File: config.mk
export PLATFORM = sky130hd
export DESIGN_NAME = ldisp_port
export DESIGN_NICKNAME = d
export VERILOG_FILES = /design/src/include/ldisp_pkg.sv /design/src/hdl/ldisp_sync.sv /design/src/hdl/ldisp_port.sv
export SDC_FILE = /design/constraint.sdc
export NUM_CORES = 1
export LEC_CHECK = 0
export ABC_CLOCK_PERIOD_IN_PS = 5750
export BUFFER_PORTS_ARGS = -buffer_cell sky130_fd_sc_hd__buf_2
export CAP_MARGIN = 20
export CORE_ASPECT_RATIO = 1.2
export CORE_MARGIN = 2
export CORE_UTILIZATION = 55
export CTS_BUF_LIST = sky130_fd_sc_hd__clkbuf_8 sky130_fd_sc_hd__clkbuf_16
export CTS_CLUSTER_DIAMETER = 50
export DETAILED_ROUTE_END_ITERATION = 8
export HOLD_SLACK_MARGIN = 0.03
export PLACE_DENSITY = 0.73
export REMOVE_ABC_BUFFERS = 1
export SETUP_SLACK_MARGIN = 0.1
export SLEW_MARGIN = 20
export SYNTH_ARGS = -nofsm -noshare
export SYNTH_HDL_FRONTEND = slang
export SYNTH_SLANG_ARGS = --single-unit
File: constraint.sdc
create_clock -name clock -period 5.75 [get_ports clock]
set_clock_uncertainty 0.15 [all_clocks]
set_input_delay 0.2875 -clock clock [delete_from_list [all_inputs] [get_ports clock]]
set_output_delay 0.2875 -clock clock [all_outputs]
set_load 0.03 [all_outputs]
File: src/include/ldisp_pkg.sv
package ldisp_pkg;
    // Slave address: fixed upper bits, low two bits from the strap
    localparam logic [4:0] ADDR_UPPER = 5'h0C;
    // Register sub-addresses
    localparam logic [7:0] CMD_OFF = 8'h00;
    localparam logic [7:0] DIM_OFF = 8'h01;
    localparam logic [7:0] AUX_OFF = 8'h02;
    localparam logic [7:0] STAT_OFF = 8'h03;
    // Values after reset
    localparam logic [7:0] CMD_RST = 8'h00;
    localparam logic [7:0] DIM_RST = 8'h00;
    localparam logic [7:0] AUX_RST = 8'h00;
    localparam logic [7:0] STAT_RST = 8'h00;
    // Field positions
    localparam int PWR_BIT = 7;
    localparam int FLASH_TRIGGER_ENABLE_BIT = 6;
    localparam int FLASH_TOP_BIT = 3;
    localparam int STAT_TIMEOUT_BIT = 0;
    // Bit counts of a byte
    localparam logic [3:0] BITS_RX = 4'h8;
    localparam logic [3:0] BITS_TX_LAST = 4'h7;
    // Serial engine states
    typedef enum logic [2:0] {
        ST_IDLE,
        ST_RX,
        ST_ACK,
        ST_TX,
        ST_MACK
    } ldisp_state_t;
    // Meaning of the byte being received
    typedef enum logic [1:0] {
        K_ADDR,
        K_REG,
        K_DATA
    } ldisp_kind_t;
endpackage

File: src/hdl/ldisp_sync.sv
`timescale 1ns/10ps
module ldisp_sync #(
    parameter int W = 1
) (
    input wire logic clock, // System clock
    input wire logic resetn, // Async reset, active low
    input wire logic [W-1:0] async_in, // Levels from outside the domain
    output logic [W-1:0] sync_out // Two-stage synchronised levels
);
    typedef struct packed {
        logic [W-1:0] meta;
        logic [W-1:0] sync;
    } ldisp_sync_t;

    ldisp_sync_t st;
    ldisp_sync_t next_st;

    // First stage feeds only the second
    always_comb begin
        next_st.meta = async_in;
        next_st.sync = st.meta;
    end

    always_ff @(posedge clock or negedge resetn) begin
        if (!resetn) begin
            st <= '0;
        end else begin
            st <= next_st;
        end
    end

    assign sync_out = st.sync;
endmodule

File: src/hdl/ldisp_port.sv
`timescale 1ns/10ps
// Contract
// - Flash activation is trigger pin AND trigger-enable bit.
// - Attention is open-drain active low, set when status gains news.
// - Reading the status register releases attention.
// - Address is 01100 plus two strap-selected low bits.
// - Top flash level bit plus mask pin caps current at 200 mA.
// - SDA changes only while SCL low; high-phase change is control.
// - Idle lines high; start is SDA fall, stop SDA rise, SCL high.
// - Bytes are eight bits, MSB first, then an acknowledge bit.
// - Device pulls SDA low through ack pulse after each received byte.
// - Last address bit: 1 read, 0 write.
// - Write: address, register, data, each acknowledged, then stop.
// - Register pointer increments after every read or write.
// - Read: write register address, repeated start, read address, data.
// - Master ack fetches the next register; no ack ends the read.
// - Timer expiry clears trigger enable and asserts attention.
// - Flash activation only while power-enable bit set.
module ldisp_port (
    input wire logic clock, // 100 MHz system clock
    input wire logic resetn, // Async reset, active low
    input wire logic scl_in, // Bus clock pin level
    input wire logic sda_in, // Bus data pin level
    output logic sda_out, // Data drive value, always low
    output logic sda_oe, // Data pull-down enable
    input wire logic [1:0] addr_strap, // Address strap code
    input wire logic flash_trigger_pin, // Hard trigger pin
    input wire logic transmit_mask_pin, // Transmit mask pin
    input wire logic flash_timer_done, // Flash counter expired, pulse
    input wire logic [7:0] status_event, // Status news, pulses
    output logic attention_out, // Attention drive value, always low
    output logic attention_oe, // Attention pull-down enable
    output logic flash_on, // Internal flash activation
    output logic current_cap, // Force 200 mA level
    output logic [7:0] cmd_reg, // Command register
    output logic [7:0] dim_reg, // Dimming register
    output logic [7:0] aux_reg // Auxiliary register
);
    typedef struct packed {
        ldisp_pkg::ldisp_state_t state;
        ldisp_pkg::ldisp_kind_t kind;
        logic [3:0] cnt;
        logic [7:0] shift;
        logic [7:0] ptr;
        logic rw;
        logic mack;
        logic rd_stat;
        logic sda_oe;
        logic scl_q;
        logic sda_q;
        logic [1:0] strap;
        logic strap_done;
        logic [1:0] strap_wait;
        logic [7:0] cmd;
        logic [7:0] dim;
        logic [7:0] aux;
        logic [7:0] stat;
    } ldisp_core_t;

    ldisp_core_t st;
    ldisp_core_t next_st;
    logic [5:0] pins_s;
    logic scl_s, sda_s, flash_trigger_pin_s, mask_s;
    logic [1:0] strap_s;
    logic scl_rise, scl_fall, start_c, stop_c, stat_clr;
    logic power_enable_bit, flash_trigger_enable, flash_level_top_bit;
    logic [7:0] rd_data;

    // All pin inputs cross into the clock domain here
    ldisp_sync #(.W(6)) u_sync (
        .clock(clock),
        .resetn(resetn),
        .async_in({scl_in, sda_in, flash_trigger_pin, transmit_mask_pin, addr_strap}),
        .sync_out(pins_s)
    );

    assign {scl_s, sda_s, flash_trigger_pin_s, mask_s, strap_s} = pins_s;

    // Bus edges and conditions from synchronised levels
    assign scl_rise = scl_s & ~st.scl_q;
    assign scl_fall = ~scl_s & st.scl_q;
    assign start_c = st.scl_q & scl_s & st.sda_q & ~sda_s;
    assign stop_c = st.scl_q & scl_s & ~st.sda_q & sda_s;

    assign power_enable_bit = st.cmd[ldisp_pkg::PWR_BIT];
    assign flash_trigger_enable = st.cmd[ldisp_pkg::FLASH_TRIGGER_ENABLE_BIT];
    assign flash_level_top_bit = st.dim[ldisp_pkg::FLASH_TOP_BIT];

    // Read mux; unmapped sub-addresses read as zero
    always_comb begin
        unique case (st.ptr)
            ldisp_pkg::CMD_OFF: rd_data = st.cmd;
            ldisp_pkg::DIM_OFF: rd_data = st.dim;
            ldisp_pkg::AUX_OFF: rd_data = st.aux;
            ldisp_pkg::STAT_OFF: rd_data = st.stat;
            default: rd_data = 8'h00;
        endcase
    end

    // Serial engine, register file and status in one next-state step
    always_comb begin
        next_st = st;
        stat_clr = 1'b0;
        next_st.scl_q = scl_s;
        next_st.sda_q = sda_s;
        // Strap caught once the synchroniser has refilled after release;
        // earlier its output still holds the reset zeros
        next_st.strap_wait = {st.strap_wait[0], 1'b1};
        if (st.strap_wait[1] && !st.strap_done) begin
            next_st.strap = strap_s;
            next_st.strap_done = 1'b1;
        end
        if (start_c) begin
            // A repeated start restarts address reception too
            next_st.state = ldisp_pkg::ST_RX;
            next_st.kind = ldisp_pkg::K_ADDR;
            next_st.cnt = 4'h0;
            next_st.sda_oe = 1'b0;
        end else if (stop_c) begin
            next_st.state = ldisp_pkg::ST_IDLE;
            next_st.sda_oe = 1'b0;
        end else begin
            unique case (st.state)
                ldisp_pkg::ST_IDLE: begin
                    next_st.sda_oe = 1'b0;
                end
                ldisp_pkg::ST_RX: begin
                    if (scl_rise) begin
                        next_st.shift = {st.shift[6:0], sda_s};
                        next_st.cnt = st.cnt + 4'h1;
                    end
                    if (scl_fall && st.cnt == ldisp_pkg::BITS_RX) begin
                        next_st.state = ldisp_pkg::ST_ACK;
                        next_st.sda_oe = 1'b1;
                        unique case (st.kind)
                            ldisp_pkg::K_ADDR: begin
                                next_st.rw = st.shift[0];
                                if (st.shift[7:1] != {ldisp_pkg::ADDR_UPPER, st.strap}) begin
                                    next_st.state = ldisp_pkg::ST_IDLE;
                                    next_st.sda_oe = 1'b0;
                                end
                            end
                            ldisp_pkg::K_REG: next_st.ptr = st.shift;
                            ldisp_pkg::K_DATA: begin
                                // Status is read only; writes there are dropped
                                unique case (st.ptr)
                                    ldisp_pkg::CMD_OFF: next_st.cmd = st.shift;
                                    ldisp_pkg::DIM_OFF: next_st.dim = st.shift;
                                    ldisp_pkg::AUX_OFF: next_st.aux = st.shift;
                                    default: next_st.cmd = st.cmd;
                                endcase
                                next_st.ptr = st.ptr + 8'h01;
                            end
                            default: next_st.state = ldisp_pkg::ST_IDLE;
                        endcase
                    end
                end
                ldisp_pkg::ST_ACK: begin
                    if (scl_fall) begin
                        next_st.cnt = 4'h0;
                        if (st.kind == ldisp_pkg::K_ADDR && st.rw) begin
                            // Load first read byte at the ack's falling edge
                            next_st.state = ldisp_pkg::ST_TX;
                            next_st.shift = rd_data;
                            next_st.sda_oe = ~rd_data[7];
                            next_st.rd_stat = (st.ptr == ldisp_pkg::STAT_OFF);
                            next_st.ptr = st.ptr + 8'h01;
                        end else begin
                            next_st.state = ldisp_pkg::ST_RX;
                            next_st.sda_oe = 1'b0;
                            next_st.kind = (st.kind == ldisp_pkg::K_ADDR) ?
                                ldisp_pkg::K_REG : ldisp_pkg::K_DATA;
                        end
                    end
                end
                ldisp_pkg::ST_TX: begin
                    // Drive changes only after SCL has fallen
                    if (scl_fall) begin
                        if (st.cnt == ldisp_pkg::BITS_TX_LAST) begin
                            next_st.state = ldisp_pkg::ST_MACK;
                            next_st.sda_oe = 1'b0;
                            stat_clr = st.rd_stat;
                        end else begin
                            next_st.shift = {st.shift[6:0], 1'b0};
                            next_st.sda_oe = ~st.shift[6];
                            next_st.cnt = st.cnt + 4'h1;
                        end
                    end
                end
                ldisp_pkg::ST_MACK: begin
                    if (scl_rise) begin
                        next_st.mack = ~sda_s;
                    end
                    if (scl_fall) begin
                        if (st.mack) begin
                            next_st.state = ldisp_pkg::ST_TX;
                            next_st.cnt = 4'h0;
                            next_st.shift = rd_data;
                            next_st.sda_oe = ~rd_data[7];
                            next_st.rd_stat = (st.ptr == ldisp_pkg::STAT_OFF);
                            next_st.ptr = st.ptr + 8'h01;
                        end else begin
                            next_st.state = ldisp_pkg::ST_IDLE;
                        end
                    end
                end
                default: next_st.state = ldisp_pkg::ST_IDLE;
            endcase
        end
        // Timer expiry beats a same-cycle bus write to the enable bit
        if (flash_timer_done) begin
            next_st.cmd[ldisp_pkg::FLASH_TRIGGER_ENABLE_BIT] = 1'b0;
        end
        // Sticky status; a new event wins over the read clear
        if (stat_clr) begin
            next_st.stat = ldisp_pkg::STAT_RST;
        end
        next_st.stat = next_st.stat | status_event;
        next_st.stat[ldisp_pkg::STAT_TIMEOUT_BIT] =
            next_st.stat[ldisp_pkg::STAT_TIMEOUT_BIT] | flash_timer_done;
    end

    always_ff @(posedge clock or negedge resetn) begin
        if (!resetn) begin
            st <= '0;
            st.cmd <= ldisp_pkg::CMD_RST;
            st.dim <= ldisp_pkg::DIM_RST;
            st.aux <= ldisp_pkg::AUX_RST;
            st.stat <= ldisp_pkg::STAT_RST;
            st.scl_q <= 1'b1;
            st.sda_q <= 1'b1;
        end else begin
            st <= next_st;
        end
    end

    // Open-drain pins only ever pull low
    assign sda_out = 1'b0;
    assign sda_oe = st.sda_oe;
    assign attention_out = 1'b0;
    assign attention_oe = |st.stat;
    assign flash_on = flash_trigger_pin_s & flash_trigger_enable & power_enable_bit;
    assign current_cap = flash_level_top_bit & mask_s;
    assign cmd_reg = st.cmd;
    assign dim_reg = st.dim;
    assign aux_reg = st.aux;

    // Checks on the pin logic and the serial engine
    a_flash_gate: assert property (@(posedge clock) disable iff (!resetn)
        !flash_trigger_pin_s |-> !flash_on) else $error("flash active without trigger pin");
    a_flash_power: assert property (@(posedge clock) disable iff (!resetn)
        flash_on |-> power_enable_bit) else $error("flash active without power");
    a_timeout_path: assert property (@(posedge clock) disable iff (!resetn)
        flash_timer_done |=> !flash_trigger_enable && attention_oe)
        else $error("timer expiry did not clear enable and raise attention");
    a_attn_hold: assert property (@(posedge clock) disable iff (!resetn)
        attention_oe && !stat_clr |=> attention_oe) else $error("attention dropped alone");
    a_stat_release: assert property (@(posedge clock) disable iff (!resetn)
        stat_clr && status_event == 8'h00 && !flash_timer_done |=> !attention_oe)
        else $error("status read did not release attention");
    a_mask_cap: assert property (@(posedge clock) disable iff (!resetn)
        current_cap == (flash_level_top_bit && mask_s)) else $error("current cap wrong");
    a_ack_drive: assert property (@(posedge clock) disable iff (!resetn)
        st.state == ldisp_pkg::ST_ACK |-> sda_oe) else $error("ack not driven");
    a_idle_release: assert property (@(posedge clock) disable iff (!resetn)
        st.state == ldisp_pkg::ST_IDLE ##1 st.state == ldisp_pkg::ST_IDLE |-> !sda_oe)
        else $error("SDA driven while not addressed");
    a_sda_low_change: assert property (@(posedge clock) disable iff (!resetn)
        $rose(sda_oe) |-> !$past(scl_s)) else $error("SDA pulled while SCL high");
endmodule

==> results.sh <==
export IMPL_status="complete, no violations"
export IMPL_synth_top_area_share_pct=47.0
export IMPL_via_count=3188
export IMPL_grt_pass1_wl_um=15600
export IMPL_place_gp_congestion=0.844
export IMPL_rsz0062_at_grt="no"
export IMPL_fin_nets=457
export IMPL_grt_pass1_vias=3156
export IMPL_tightestPinTransition_ns=0.764
export IMPL_post_cts_buffers=0
export IMPL_top_register="st"
export IMPL_power_density_mw_per_mm2=360
export IMPL_die_y_um=99.1
export IMPL_cts_htree_levels=3
export IMPL_peakVddDrop_v=0.000199
export IMPL_insertion_delay_ns=0.35
export IMPL_fin_tns_setup_ns=0
export IMPL_setup_viol=0
export IMPL_r2r_start="st[66]"
export IMPL_maxCapViolations=0
export IMPL_cp_start_kind="flip-flop"
export IMPL_worstPathRequired_ns=5.84
export IMPL_cts_tree="built"
export IMPL_synth_common_cells="dfrtp_1, nand2_1, buf_4, nor2_1, mux2_2"
export IMPL_worstHoldStart="next_st[33]"
export IMPL_post_route_util_pct=63.4
export IMPL_drc=0
export IMPL_largest_reg_flops=42
export IMPL_synthArstFlopShare_pct=100
export IMPL_ys_flop_type="dfrtp_1"
export IMPL_synth_yosys_warnings=0
export IMPL_final_antenna_net_count=0
export IMPL_cts_reportedPaths_clkPinSlew_ns=0.09
export IMPL_synth_area_top_cells="dfrtp_1, mux2_2, buf_4"
export IMPL_rows=34
export IMPL_drive_above_1_share_pct=22.5
export IMPL_synth_avg_cell_area_sq_um=10.3
export IMPL_synth_cell_area_sq_mm=0.00415
export IMPL_slew_headroom_pct=48.8
export IMPL_core_sq_mm=0.00727
export IMPL_crit_type="flip-flop to flip-flop"
export IMPL_drv_slew=0
export IMPL_via_per_inst=6.07
export IMPL_critPathArrivalTime_ns=2.82
export IMPL_root_buffer="clkbuf_8"
export IMPL_min_period_ns=2.73
export IMPL_initial_utilization_pct=57.0
export IMPL_cp_end_kind="flip-flop"
export IMPL_cts_sinks=80
export IMPL_critPathLaunch="st[66]"
export IMPL_antenna_cells=0
export IMPL_yosys_cell_count_top_type="dfrtp_1"
export IMPL_hp_class="flip-flop to flip-flop"
export IMPL_cts_buffer_depth=2
export IMPL_grt_overflow_total=0
export IMPL_ys_types=63
export IMPL_die_area_sq_mm=0.00826
export IMPL_firstDrtPassIters=5
export IMPL_hpwlAfterDp_um=6340
export IMPL_drtIter0Drc=292
export IMPL_die_x_um=83.3
export IMPL_post_route_period_util_pct=47.5
export IMPL_finalHoldViolCount=0
export IMPL_synth_edf_count=0
export IMPL_grt_start_max_net_pins=81
export IMPL_globalRouteTotalUtil_pct=23.9
export IMPL_yosysTopAreaCell="dfrtp_1"
export IMPL_clock_fmax_mhz=366
export IMPL_post_drt_wl_per_cell_um=18.1
export IMPL_synth_seq_area_share_pct=48.3
export IMPL_io_buffers=44
export IMPL_ys_ff_latch=80
export IMPL_path_max_fanout=16
export IMPL_syn_to_final_growth_pct=11.1
export IMPL_io_pins=47
export IMPL_p_leak_nw=2.18
export IMPL_cts_repair_resized=0
export IMPL_fill_cells=596
export IMPL_synth_cells=401
export IMPL_routed_wl_um=9490
export IMPL_antenna_found_initial=0
export IMPL_cts_buffers=9
per-stage QoR:
| step | instances | instance area, sq um | hold slack, ns | total power [mW] | setup WS (ns) |
|---|---|---|---|---|---|
| floorplan | 358 | 3880 | -0.158 | 1.05 | 3.28 |
| finish | 525 | 4610 | 0.205 | 1.66 | 3.02 |
| global route | 525 | 4610 | 0.221 | 1.75 | 2.83 |
| detailed placement | 493 | 4230 | 0.187 | 1.19 | 3.08 |
| CTS | 525 | 4610 | 0.207 | 1.66 | 3.07 |
| global placement | 493 | 4230 | 0.183 | 1.18 | 3.10 |
critical path: stages, from the launching register on:
cell and delay, ns:
dfrtp_1 0.56, nor2b_1 0.61, o21bai_1 0.11, buf_4 0.22, o221ai_1 0.27, a21o_1 0.40, nor2_1 0.10, o22a_1 0.19
routing by layer:
metal  part of all wire, %  vias to the layer above  wire [um]  GRT usage (%)
met5                     0                        -          0              0
met4                   2.3                        0        222           10.1
met3                   4.9                       22        465           4.07
met2                    52                      107       4980           42.0
met1                    40                     1585       3830           29.1
li1                      -                     1474          -              -
report_power, final:
part           leakage (nW)  internal, mW  switching [mW]  total (mW)
Combinational          1.09         0.176           0.276       0.452
Clock                 0.107         0.245           0.215       0.460
Sequential            0.984         0.633           0.115       0.748
Total                  2.18          1.05           0.606        1.66
cells in the final DEF (no fill, tap or decap), types with 10 or more instances in the layout:
master / netlist / final
dlygate4sd3_1: 0 / 16
nand3_1: 10 / 10
nor2_1: 25 / 25
buf_2: 5 / 43
dfrtp_1: 78 / 78
a22oi_1: 22 / 22
o21ai_0: 11 / 11
a21oi_1: 16 / 16
mux2_2: 23 / 23
inv_1: 9 / 10
nand2_1: 38 / 38
ha_1: 10 / 10
nor2b_1: 10 / 10
path summary, 6_finish.rpt:
path	end	slack [ns]	cells past startpoint
max in group asynchronous	st[48]	4.58	2
min in group asynchronous	u_sync.sync_out[4]	0.38	2
hold reg to reg	st[33]	0.20	0
setup / recovery	st[45]	3.02	7
hold / removal	st[33]	0.20	0
setup reg to reg	st[45]	3.02	7
layout make-up:
cell class                      count  area (sq um)  share of cell area, %
Multi-Input combinational cell    269          1850                   40.0
Clock buffer                        9           124                   2.69
Inverter                            9          33.8                  0.733
Clock inverter                      7          96.3                   2.09
Timing Repair Buffer               61           394                   8.55
Tap cell                           90           113                   2.44
Sequential cell                    80          2000                   43.5
logic make-up after synthesis:
family / after synthesis / share of synthesized area (%)
simple gates: 119 / 14.6
compound gates: 102 / 17.5
flops: 80 / 48.3
buf+inv: 53 / 7.30
mux: 29 / 7.78
fa+ha+maj: 10 / 3.02
xor+xnor: 6 / 1.27
other cells: 2 / 0.181
timing repair:
item | in CTS | in global routing
setup endpoints to repair | 0 | 0
hold endpoints to repair | 93 | 0
hold buffers | 16 | 0
(Power assumes the default switching activity.)
